[config.mk]
export PLATFORM = sky130hd
export DESIGN_NAME = dcr_cache_ctl_flat
export DESIGN_NICKNAME = d
export VERILOG_FILES = /design/src/shared/dcr_pkg.sv /design/src/shared/dcr_if.sv /design/src/verilog/dcr_cache_ctl.sv /design/src/flat_wrapper.sv
export SDC_FILE = /design/constraint.sdc
export NUM_CORES = 1
export LEC_CHECK = 0
export ABC_AREA = 1
export BUFFER_PORTS_ARGS = -buffer_cell sky130_fd_sc_hd__buf_2
export CORE_ASPECT_RATIO = 0.5
export CORE_MARGIN = 1
export CORE_UTILIZATION = 30
export DETAILED_ROUTE_END_ITERATION = 6
export HOLD_SLACK_MARGIN = 0.05
export PLACE_DENSITY_LB_ADDON = 0.08
export SLEW_MARGIN = 20
export SYNTH_ARGS = -nofsm -noshare
export SYNTH_HDL_FRONTEND = slang
export SYNTH_SLANG_ARGS = --single-unit
[constraint.sdc]
create_clock -name aclk -period 2 [get_ports aclk]
set_input_delay 0.5 -clock aclk [delete_from_list [all_inputs] [get_ports aclk]]
set_output_delay 0.5 -clock aclk [all_outputs]
set_load 0.03 [all_outputs]
[src/shared/dcr_pkg.sv]
// constants shared by the data ram, its controller and their interface
package dcr_pkg;
	localparam int ADDR_HI = 12;
	localparam int ADDR_LO = 2;
	localparam int ADDR_W = 11;
	localparam int B0_KEEP_LO = 4;
	localparam int SWAP_BIT = 0;
	localparam int LOW_W = 2;
	localparam int HALF_W = 32;
	localparam int WORD_W = 64;
	localparam int LANES = 4;
	localparam int SETS = 2;
	localparam int DEPTH = 2048;
	localparam int SCAN_LEN = 8;
	localparam int AXI_ADDR_W = 8;
	localparam logic [7:0] OFS_CTRL = 8'h00;
	localparam logic [7:0] OFS_ADDR = 8'h04;
	localparam logic [7:0] OFS_WLO = 8'h08;
	localparam logic [7:0] OFS_WHI = 8'h0c;
	localparam logic [7:0] OFS_CMD = 8'h10;
	localparam logic [7:0] OFS_RLO = 8'h14;
	localparam logic [7:0] OFS_RHI = 8'h18;
	localparam logic [7:0] OFS_RAW0 = 8'h1c;
	localparam logic [7:0] OFS_RAW1 = 8'h20;
	localparam logic [7:0] OFS_STAT = 8'h24;
	localparam int CTRL_ENABLE = 0;
	localparam int CTRL_BYPASS = 1;
	localparam int CTRL_TEST = 2;
	localparam int CTRL_BIST_EN = 3;
	localparam int CTRL_SCAN_SH = 4;
	localparam int CTRL_SCAN_IN = 5;
	localparam int CTRL_SET_LO = 8;
	localparam int STAT_SCAN_OUT = 0;
	localparam logic [31:0] CTRL_MASK = 32'h0000_033f;
	localparam logic [31:0] ADDR_MASK = 32'h0000_1fff;
	localparam logic [31:0] CTRL_RESET = 32'h0000_0000;
	localparam logic [31:0] ZERO_WORD = 32'h0000_0000;
	localparam logic [1:0] RESP_OKAY = 2'h0;
	localparam logic [1:0] RESP_SLVERR = 2'h2;
endpackage : dcr_pkg

[src/shared/dcr_if.sv]
// pin bundle between the cache controller and the data ram
`timescale 1ns/100ps
`default_nettype none
interface dcr_if;
	import dcr_pkg::*;
	logic [ADDR_HI:ADDR_LO] word_addr;
	logic [LOW_W-1:0] bank0_low;
	logic [WORD_W-1:0] wdata;
	logic [LANES-1:0] lane_we;
	logic [SETS-1:0] set_choose;
	logic bypass;
	logic enable;
	logic test_mode;
	logic [ADDR_W-1:0] bist_addr;
	logic [WORD_W-1:0] bist_wdata;
	logic [LANES-1:0] bist_we;
	logic bist_enable;
	logic scan_in;
	logic scan_shift_control;
	logic [WORD_W-1:0] rd_data;
	logic [HALF_W-1:0] lane0_raw_read;
	logic [HALF_W-1:0] lane1_raw_read;
	logic scan_out;
	modport dev (
		input word_addr, bank0_low, wdata, lane_we, set_choose, bypass,
		input enable, test_mode, bist_addr, bist_wdata, bist_we,
		input bist_enable, scan_in, scan_shift_control,
		output rd_data, lane0_raw_read, lane1_raw_read, scan_out
	);
	modport ctl (
		output word_addr, bank0_low, wdata, lane_we, set_choose, bypass,
		output enable, test_mode, bist_addr, bist_wdata, bist_we,
		output bist_enable, scan_in, scan_shift_control,
		input rd_data, lane0_raw_read, lane1_raw_read, scan_out
	);
endinterface : dcr_if
`default_nettype wire

[src/verilog/dcr_cache_ctl.sv]
// cache controller end: axi4-lite registers drive the data ram pins
//
// Decided for this implementation: the register addresses and the AXI4-Lite slave port.
`timescale 1ns/100ps
`default_nettype none
module dcr_cache_ctl
	import dcr_pkg::*;
(
	input wire logic aclk,
	input wire logic aresetn,
	dcr_if.ctl link,
	input wire logic s_axi_awvalid,
	output logic s_axi_awready,
	input wire logic [AXI_ADDR_W-1:0] s_axi_awaddr,
	input wire logic s_axi_wvalid,
	output logic s_axi_wready,
	input wire logic [31:0] s_axi_wdata,
	input wire logic [3:0] s_axi_wstrb,
	output logic s_axi_bvalid,
	input wire logic s_axi_bready,
	output logic [1:0] s_axi_bresp,
	input wire logic s_axi_arvalid,
	output logic s_axi_arready,
	input wire logic [AXI_ADDR_W-1:0] s_axi_araddr,
	output logic s_axi_rvalid,
	input wire logic s_axi_rready,
	output logic [31:0] s_axi_rdata,
	output logic [1:0] s_axi_rresp
);
	function automatic logic [31:0] merge(input logic [31:0] old,
		input logic [31:0] nw, input logic [3:0] strb);
		logic [31:0] res;
		res = old;
		for (int i = 0; i < 4; i++) begin
			if (strb[i]) begin
				res[i*8 +: 8] = nw[i*8 +: 8];
			end
		end
		return res;
	endfunction : merge

	logic aw_hold_reg, aw_hold_next, w_hold_reg, w_hold_next;
	logic [AXI_ADDR_W-1:0] awaddr_reg, awaddr_next;
	logic [31:0] wd_reg, wd_next;
	logic [3:0] ws_reg, ws_next;
	logic bvalid_reg, bvalid_next, rvalid_reg, rvalid_next;
	logic [1:0] bresp_reg, bresp_next, rresp_reg, rresp_next;
	logic [31:0] rdata_reg, rdata_next;
	logic [31:0] ctrl_reg, ctrl_next, addr_reg, addr_next;
	logic [31:0] wlo_reg, wlo_next, whi_reg, whi_next;
	logic [LANES-1:0] lanes_reg, lanes_next;
	logic go_reg, go_next;
	logic do_write;

	always_comb begin
		aw_hold_next = aw_hold_reg;
		w_hold_next = w_hold_reg;
		awaddr_next = awaddr_reg;
		wd_next = wd_reg;
		ws_next = ws_reg;
		bvalid_next = bvalid_reg;
		bresp_next = bresp_reg;
		ctrl_next = ctrl_reg;
		addr_next = addr_reg;
		wlo_next = wlo_reg;
		whi_next = whi_reg;
		lanes_next = lanes_reg;
		go_next = 1'b0;
		if (s_axi_awvalid && !aw_hold_reg) begin
			aw_hold_next = 1'b1;
			awaddr_next = s_axi_awaddr;
		end
		if (s_axi_wvalid && !w_hold_reg) begin
			w_hold_next = 1'b1;
			wd_next = s_axi_wdata;
			ws_next = s_axi_wstrb;
		end
		if (bvalid_reg && s_axi_bready) begin
			bvalid_next = 1'b0;
		end
		do_write = aw_hold_reg && w_hold_reg && !bvalid_reg;
		if (do_write) begin
			aw_hold_next = 1'b0;
			w_hold_next = 1'b0;
			bvalid_next = 1'b1;
			bresp_next = RESP_OKAY;
			case (awaddr_reg)
			OFS_CTRL: ctrl_next = merge(ctrl_reg, wd_reg, ws_reg) & CTRL_MASK;
			OFS_ADDR: addr_next = merge(addr_reg, wd_reg, ws_reg) & ADDR_MASK;
			OFS_WLO: wlo_next = merge(wlo_reg, wd_reg, ws_reg);
			OFS_WHI: whi_next = merge(whi_reg, wd_reg, ws_reg);
			OFS_CMD: begin
				// one access cycle; lane bits zero give a plain read
				lanes_next = ws_reg[0] ? wd_reg[LANES-1:0] : '0;
				go_next = 1'b1;
			end
			OFS_RLO, OFS_RHI, OFS_RAW0, OFS_RAW1, OFS_STAT: begin
				bresp_next = RESP_OKAY;
			end
			default: bresp_next = RESP_SLVERR;
			endcase
		end
	end

	always_comb begin
		rvalid_next = rvalid_reg;
		rresp_next = rresp_reg;
		rdata_next = rdata_reg;
		if (rvalid_reg && s_axi_rready) begin
			rvalid_next = 1'b0;
		end
		if (s_axi_arvalid && !rvalid_reg) begin
			rvalid_next = 1'b1;
			rresp_next = RESP_OKAY;
			case (s_axi_araddr)
			OFS_CTRL: rdata_next = ctrl_reg;
			OFS_ADDR: rdata_next = addr_reg;
			OFS_WLO: rdata_next = wlo_reg;
			OFS_WHI: rdata_next = whi_reg;
			OFS_CMD: rdata_next = {28'h0000000, lanes_reg};
			OFS_RLO: rdata_next = link.rd_data[HALF_W-1:0];
			OFS_RHI: rdata_next = link.rd_data[WORD_W-1:HALF_W];
			OFS_RAW0: rdata_next = link.lane0_raw_read;
			OFS_RAW1: rdata_next = link.lane1_raw_read;
			OFS_STAT: rdata_next = {31'h00000000, link.scan_out};
			default: begin
				rdata_next = ZERO_WORD;
				rresp_next = RESP_SLVERR;
			end
			endcase
		end
	end

	always_ff @(posedge aclk) begin
		if (!aresetn) begin
			aw_hold_reg <= 1'b0;
			w_hold_reg <= 1'b0;
			awaddr_reg <= '0;
			wd_reg <= '0;
			ws_reg <= '0;
			bvalid_reg <= 1'b0;
			bresp_reg <= RESP_OKAY;
			rvalid_reg <= 1'b0;
			rresp_reg <= RESP_OKAY;
			rdata_reg <= ZERO_WORD;
			ctrl_reg <= CTRL_RESET;
			addr_reg <= ZERO_WORD;
			wlo_reg <= ZERO_WORD;
			whi_reg <= ZERO_WORD;
			lanes_reg <= '0;
			go_reg <= 1'b0;
		end else begin
			aw_hold_reg <= aw_hold_next;
			w_hold_reg <= w_hold_next;
			awaddr_reg <= awaddr_next;
			wd_reg <= wd_next;
			ws_reg <= ws_next;
			bvalid_reg <= bvalid_next;
			bresp_reg <= bresp_next;
			rvalid_reg <= rvalid_next;
			rresp_reg <= rresp_next;
			rdata_reg <= rdata_next;
			ctrl_reg <= ctrl_next;
			addr_reg <= addr_next;
			wlo_reg <= wlo_next;
			whi_reg <= whi_next;
			lanes_reg <= lanes_next;
			go_reg <= go_next;
		end
	end

	assign s_axi_awready = !aw_hold_reg;
	assign s_axi_wready = !w_hold_reg;
	assign s_axi_bvalid = bvalid_reg;
	assign s_axi_bresp = bresp_reg;
	assign s_axi_arready = !rvalid_reg;
	assign s_axi_rvalid = rvalid_reg;
	assign s_axi_rdata = rdata_reg;
	assign s_axi_rresp = rresp_reg;

	assign link.word_addr = addr_reg[ADDR_HI:ADDR_LO];
	assign link.bank0_low = addr_reg[LOW_W-1:0];
	assign link.wdata = {whi_reg, wlo_reg};
	assign link.lane_we = (go_reg && !ctrl_reg[CTRL_TEST]) ? lanes_reg : '0;
	assign link.bist_we = (go_reg && ctrl_reg[CTRL_TEST]) ? lanes_reg : '0;
	assign link.set_choose = ctrl_reg[CTRL_SET_LO +: SETS];
	assign link.bypass = ctrl_reg[CTRL_BYPASS];
	assign link.enable = ctrl_reg[CTRL_ENABLE];
	assign link.test_mode = ctrl_reg[CTRL_TEST];
	assign link.bist_enable = ctrl_reg[CTRL_BIST_EN];
	assign link.bist_addr = addr_reg[ADDR_HI:ADDR_LO];
	assign link.bist_wdata = {whi_reg, wlo_reg};
	assign link.scan_shift_control = ctrl_reg[CTRL_SCAN_SH];
	assign link.scan_in = ctrl_reg[CTRL_SCAN_IN];
endmodule : dcr_cache_ctl
`default_nettype wire

[src/flat_wrapper.sv]
// flat-port wrapper written by rule: the top's interface ports become plain ports
module dcr_cache_ctl_flat import dcr_pkg::*;
  (aclk, aresetn, s_axi_awvalid, s_axi_awready, s_axi_awaddr, s_axi_wvalid, s_axi_wready, s_axi_wdata, s_axi_wstrb, s_axi_bvalid, s_axi_bready, s_axi_bresp, s_axi_arvalid, s_axi_arready, s_axi_araddr, s_axi_rvalid, s_axi_rready, s_axi_rdata, s_axi_rresp, link_word_addr, link_bank0_low, link_wdata, link_lane_we, link_set_choose, link_bypass, link_enable, link_test_mode, link_bist_addr, link_bist_wdata, link_bist_we, link_bist_enable, link_scan_in, link_scan_shift_control, link_rd_data, link_lane0_raw_read, link_lane1_raw_read, link_scan_out);
  dcr_if link_i ();
  input wire logic aclk;
  input wire logic aresetn;
  input wire logic s_axi_awvalid;
  output logic s_axi_awready;
  input wire logic [AXI_ADDR_W-1:0] s_axi_awaddr;
  input wire logic s_axi_wvalid;
  output logic s_axi_wready;
  input wire logic [31:0] s_axi_wdata;
  input wire logic [3:0] s_axi_wstrb;
  output logic s_axi_bvalid;
  input wire logic s_axi_bready;
  output logic [1:0] s_axi_bresp;
  input wire logic s_axi_arvalid;
  output logic s_axi_arready;
  input wire logic [AXI_ADDR_W-1:0] s_axi_araddr;
  output logic s_axi_rvalid;
  input wire logic s_axi_rready;
  output logic [31:0] s_axi_rdata;
  output logic [1:0] s_axi_rresp;
  output wire logic [$bits(link_i.word_addr)-1:0] link_word_addr;
  output wire logic [$bits(link_i.bank0_low)-1:0] link_bank0_low;
  output wire logic [$bits(link_i.wdata)-1:0] link_wdata;
  output wire logic [$bits(link_i.lane_we)-1:0] link_lane_we;
  output wire logic [$bits(link_i.set_choose)-1:0] link_set_choose;
  output wire logic [$bits(link_i.bypass)-1:0] link_bypass;
  output wire logic [$bits(link_i.enable)-1:0] link_enable;
  output wire logic [$bits(link_i.test_mode)-1:0] link_test_mode;
  output wire logic [$bits(link_i.bist_addr)-1:0] link_bist_addr;
  output wire logic [$bits(link_i.bist_wdata)-1:0] link_bist_wdata;
  output wire logic [$bits(link_i.bist_we)-1:0] link_bist_we;
  output wire logic [$bits(link_i.bist_enable)-1:0] link_bist_enable;
  output wire logic [$bits(link_i.scan_in)-1:0] link_scan_in;
  output wire logic [$bits(link_i.scan_shift_control)-1:0] link_scan_shift_control;
  input wire logic [$bits(link_i.rd_data)-1:0] link_rd_data;
  input wire logic [$bits(link_i.lane0_raw_read)-1:0] link_lane0_raw_read;
  input wire logic [$bits(link_i.lane1_raw_read)-1:0] link_lane1_raw_read;
  input wire logic [$bits(link_i.scan_out)-1:0] link_scan_out;
  assign link_word_addr = link_i.word_addr;
  assign link_bank0_low = link_i.bank0_low;
  assign link_wdata = link_i.wdata;
  assign link_lane_we = link_i.lane_we;
  assign link_set_choose = link_i.set_choose;
  assign link_bypass = link_i.bypass;
  assign link_enable = link_i.enable;
  assign link_test_mode = link_i.test_mode;
  assign link_bist_addr = link_i.bist_addr;
  assign link_bist_wdata = link_i.bist_wdata;
  assign link_bist_we = link_i.bist_we;
  assign link_bist_enable = link_i.bist_enable;
  assign link_scan_in = link_i.scan_in;
  assign link_scan_shift_control = link_i.scan_shift_control;
  assign link_i.rd_data = link_rd_data;
  assign link_i.lane0_raw_read = link_lane0_raw_read;
  assign link_i.lane1_raw_read = link_lane1_raw_read;
  assign link_i.scan_out = link_scan_out;
  dcr_cache_ctl u_core (.aclk(aclk), .aresetn(aresetn), .link(link_i), .s_axi_awvalid(s_axi_awvalid), .s_axi_awready(s_axi_awready), .s_axi_awaddr(s_axi_awaddr), .s_axi_wvalid(s_axi_wvalid), .s_axi_wready(s_axi_wready), .s_axi_wdata(s_axi_wdata), .s_axi_wstrb(s_axi_wstrb), .s_axi_bvalid(s_axi_bvalid), .s_axi_bready(s_axi_bready), .s_axi_bresp(s_axi_bresp), .s_axi_arvalid(s_axi_arvalid), .s_axi_arready(s_axi_arready), .s_axi_araddr(s_axi_araddr), .s_axi_rvalid(s_axi_rvalid), .s_axi_rready(s_axi_rready), .s_axi_rdata(s_axi_rdata), .s_axi_rresp(s_axi_rresp));
endmodule
[Word-level counts from Yosys, hierarchy flattened]
Index checks and enable logic that the tools add are counted.
Operators by class
  equal/unequal tests: 18
  muxes and demuxes: 11
  bitwise operators: 1
  reductions and logical operators: 35
Operators by type and width (count)
  32-bit one-hot mux with 10 select lines: 1
  8-bit by 5-bit == test with 1-bit output, second input constant: 8
  3-bit AND reduction: 12
  8-bit by 4-bit == test with 1-bit output, second input constant: 4
  8-bit by 6-bit == test with 1-bit output, second input constant: 4
  10-bit OR reduction: 2
  8-bit by 3-bit == test with 1-bit output, second input constant: 2
  8-bit logical NOT: 2
  4-bit two-way mux: 3
  1-bit logical AND: 9
  1-bit logical NOT: 5
  1-bit two-way mux: 5
  2-bit two-way mux: 2
  2-bit AND reduction: 2
  2-bit nonzero test: 2
  2-bit OR reduction: 1
  1-bit inverter: 1
Storage, ports and cells
  flip-flop bits (word level): 174
  input bits: 188
  output and inout port bits: 209
  logic and storage cells: 89

[Depth between registers and ports, before layout]
  depth in word-level cells: 3
  gate-level depth with buffers: 12

[Worst setup path before layout]
No wires, ideal clock.
  path kind: reg2out
  from: register u_core.ctrl_reg[2]
  to: output link_bist_we[0]
  arrival time: 1103 ps
  data required time: 1500 ps
  path slack: 397 ps
  cell stages (with the launch flop): 3
  path buffers: 0
  cells stage by stage: dfxtp_1 -> nand2_1 -> nor2_1
On the way
  word-level cells in the longest chain between the ends: 2
RTL lines
  start: declaration: line dcr_cache_ctl.sv:49  | logic [31:0] ctrl_reg, ctrl_next, addr_reg, addr_next;
  start signal: assignment: line dcr_cache_ctl.sv:163  | ctrl_reg <= ctrl_next;
  1-bit logical AND: line dcr_cache_ctl.sv:185  | assign link.bist_we = (go_reg && ctrl_reg[CTRL_TEST]) ? lanes_reg : '0;
  4-bit two-way mux: line dcr_cache_ctl.sv:185
  end: declaration: line flat_wrapper.sv:34  | output wire logic [$bits(link_i.bist_we)-1:0] link_bist_we;
Every way passes these cells.

[Worst setup path after layout]
  from: register u_core.ctrl_reg[2]
  to: output link_lane_we[0]
On the way
  word-level cells in the longest chain between the ends: 3
RTL lines
  1-bit logical NOT: line dcr_cache_ctl.sv:184  | assign link.lane_we = (go_reg && !ctrl_reg[CTRL_TEST]) ? lanes_reg : '0;
  1-bit logical AND: line dcr_cache_ctl.sv:184
  4-bit two-way mux: line dcr_cache_ctl.sv:184
  end: declaration: line flat_wrapper.sv:27  | output wire logic [$bits(link_i.lane_we)-1:0] link_lane_we;
Every way passes these cells.

==> impl_metrics.py <==
metrics = {
    "placement": {
        "io_buffers": 394,
        "placed_cell_area_um2": 10970,
        "place_congestion": 0.8723,
        "hpwl_um": 25930,
    },
    "logic_synthesis": {
        "synth_top_cell_by_area": "dfxtp_1",
        "ys_ff_latch": 172,
        "avgSynthCellArea_um2": 6.726,
        "yosysSeqAreaShare_pct": 38.26,
        "synth.area.top_cells": "dfxtp_1 (38%), nor2_1 (9.4%), nand2_1 (8.8%)",
        "yosys.cell_types.count": 32,
        "yosysMostFrequentCell": "nor2_1",
        "synth_edf_count": 0,
        "synth_top_area_share_pct": 38.26,
        "async_flop_share_pct": 0,
        "ys_warn_count": 0,
        "synth_ff_type": "dfxtp_1",
        "ys_top_cells_by_count": "nor2_1 (225), nand2_1 (210), dfxtp_1 (172)",
        "syn_area_um2": 9000,
        "netlist_instances": 1338,
    },
    "cts": {
        "h-tree-depth": 4,
        "clock_latency_ns": 0.45,
        "cts_buffer_depth": 2,
        "postCtsHoldBufs": 0,
        "cts.clk_slew.worst_paths_ns": 0.07,
        "cts_buffers": 17,
        "cts_setup_buffers": 0,
        "numClockSinks": 172,
        "tritoncts": "yes",
        "root_buffer": "clkbuf_16",
        "cts_resized": 0,
    },
    "power_and_ir_drop": {
        "ir_drop_uv": 633.3,
        "power.leakage_nw": 5.712,
        "p_per_area_nw_per_um2": 660.1,
    },
    "setup_path": {
        "critPathKind": "register to primary output",
        "slowest_stage": "dfxtp_1",
        "endpoint_kind": "primary output",
        "r2r-end": "u_core.wlo_reg[4]",
        "critPathCapture": "link_lane_we[0]",
        "r2r_slack_ns": 0.21,
        "crit_required_ns": 1.50,
        "worstPathMaxFanout": 4,
        "worst_setup_path_start_kind": "register",
        "rr_worst_depth": 7,
        "worstReg2RegStart": "u_core.w_hold_reg",
        "critPathArrivalTime_ns": 1.33,
        "max_stage_delay_ns": 0.36,
        "cp_cell_sequence": "inv_1, nand2_1, nor2_1, buf_2",
        "cp-startpoint": "u_core.ctrl_reg[2]",
    },
    "final_layout": {
        "final_layout_size_suffix_gt1_share_pct": 31.08,
        "antenna-diode-count": 0,
        "syn2layout_area_growth_pct": 28.49,
        "nNetsFinal": 1835,
        "final_cell_area_um2": 11560,
        "final_util_pct": 39.56,
    },
    "sta": {
        "period_share_pct": 91.73,
        "fin_hold_ws_ns": 0.2761,
        "fin_worst_skew_ns": 0.007563,
        "maxSlewHeadroom_pct": 63.92,
        "max_freq_mhz": 545.1,
        "finalSetupViolCount": 0,
        "slew_viol_final": 0,
        "tns_ns": 0,
        "fin_crit_ns": 1.835,
        "worst_pin_slew_ns": 0.5404,
        "hold_violations": 0,
        "grt_setup_unrepaired": "false",
    },
    "route": {
        "ant_nets": 0,
        "wl_per_cell_um": 16.25,
        "num_vias": 9420,
        "drc_errors": 38,
        "wl_um": 33330,
        "drt_first_pass_iters": 7,
        "drtIter0Drc": 520,
        "vias_per_cell": 4.593,
    },
    "global_routing": {
        "grt_pass1_vias": 8954,
        "grt_antenna_before_repair": 0,
        "grt_usage_pct": 21.61,
        "grt_max_degree": 122,
        "grt_overflow_total": 0,
        "grt_pass1_wl_um": 50590,
    },
    "status": {
        "failed_checks": "DRC",
        "status": "complete, but fails checks",
    },
    "floorplan": {
        "fp.dieH_um": 124.5,
        "dieArea_um2": 30740,
        "die_w_um": 246.9,
        "core-area_um2": 29230,
        "core.rowCount": 44,
        "start_util_pct": 30.79,
        "io_pins": 397,
    },
    "flow_run": {
        "cap_viol_max_count": 0,
    },
    "worst_hold_path": {
        "hold_class": "input port to register",
    },
}
==> critical path: cells and delay by family, from the launching register on <==
kind / cells / cell delay (ns)
buffers and inverters: 2 / 0.31
flip-flops: 1 / 0.36
AND/OR/NAND/NOR: 2 / 0.21
==> placed cells by master, fill, tap and decap left out, types with 12 or more instances in the layout <==
cell,synthesis,routed
o21ai_1,30,30
nand3_1,107,107
buf_2,22,393
inv_2,14,15
buf_12,1,12
nand2_1,210,210
dfxtp_1,172,172
clkbuf_16,0,17
o21ai_0,116,116
buf_4,79,29
nor2_1,225,223
a21oi_1,121,121
inv_1,150,149
==> power by group <==
group | internal [mW] | switching (mW) | total [mW]
logic | 0.285 | 0.449 | 0.734
clock network | 1.82 | 1.47 | 3.29
registers | 3.51 | 0.0958 | 3.61
==> cells by family (layout without fill, tap and decap cells) <==
family,Yosys count,after routing,share of synthesized area [%]
buffers and inverters,310,631,17.38
DFF,172,172,38.26
other,1,2,0.04167
AOI/OAI and AO/OA,284,284,16.54
and+or+nand+nor,571,571,27.78
==> metrics by stage <==
stage                     setup WS (ns)  cells  total power, mW
after global placement           0.1036   2017            4.413
after detailed placement     -0.0008928   2017            4.424
after floorplan                  0.3972   1339            4.037
after global routing            0.04914   2051            7.991
after CTS                        0.1097   2049            7.734
final                            0.1654   2051            7.634
==> final cells by class <==
class                   count  area, µm²
inverters                 165      619.3
well taps                 391      489.2
repair buffers            434       2425
flip-flops and latches    172       3443
fillers                  3128      17670
clock buffers              20      466.7
multi-input cells         857       4011
clock inverters            12      108.9
==> how the worst min path moves through the flow <==
stage | startpoint | endpoint | slack (ns) | cells after the start
2_1_floorplan | u_core.lanes_reg[3] | u_core.lanes_reg[3] | 0.46 | 2
5_1_grt | s_axi_wdata[30] | u_core.wd_reg[30] | 0.27 | 3
3_3_place_gp | u_core.s_axi_rdata[21] | u_core.s_axi_rdata[21] | 0.45 | 2
6_report | s_axi_wdata[19] | u_core.wd_reg[19] | 0.28 | 3
3_5_place_dp | u_core.s_axi_rdata[30] | u_core.s_axi_rdata[30] | 0.46 | 2
4_1_cts | s_axi_awaddr[7] | u_core.awaddr_reg[7] | 0.26 | 3
==> routing by layer <==
| layer | GRT usage (%) | part of all wire, % | wire length (µm) |
|---|---|---|---|
| met1 | 26.13 | 44 | 14550 |
| met5 | 0 | 0 | 0 |
| met4 | 6.427 | 1.7 | 551 |
| met2 | 39.13 | 51 | 17110 |
| met3 | 3.254 | 3.3 | 1113 |
Power figures use the tool's default switching activity.
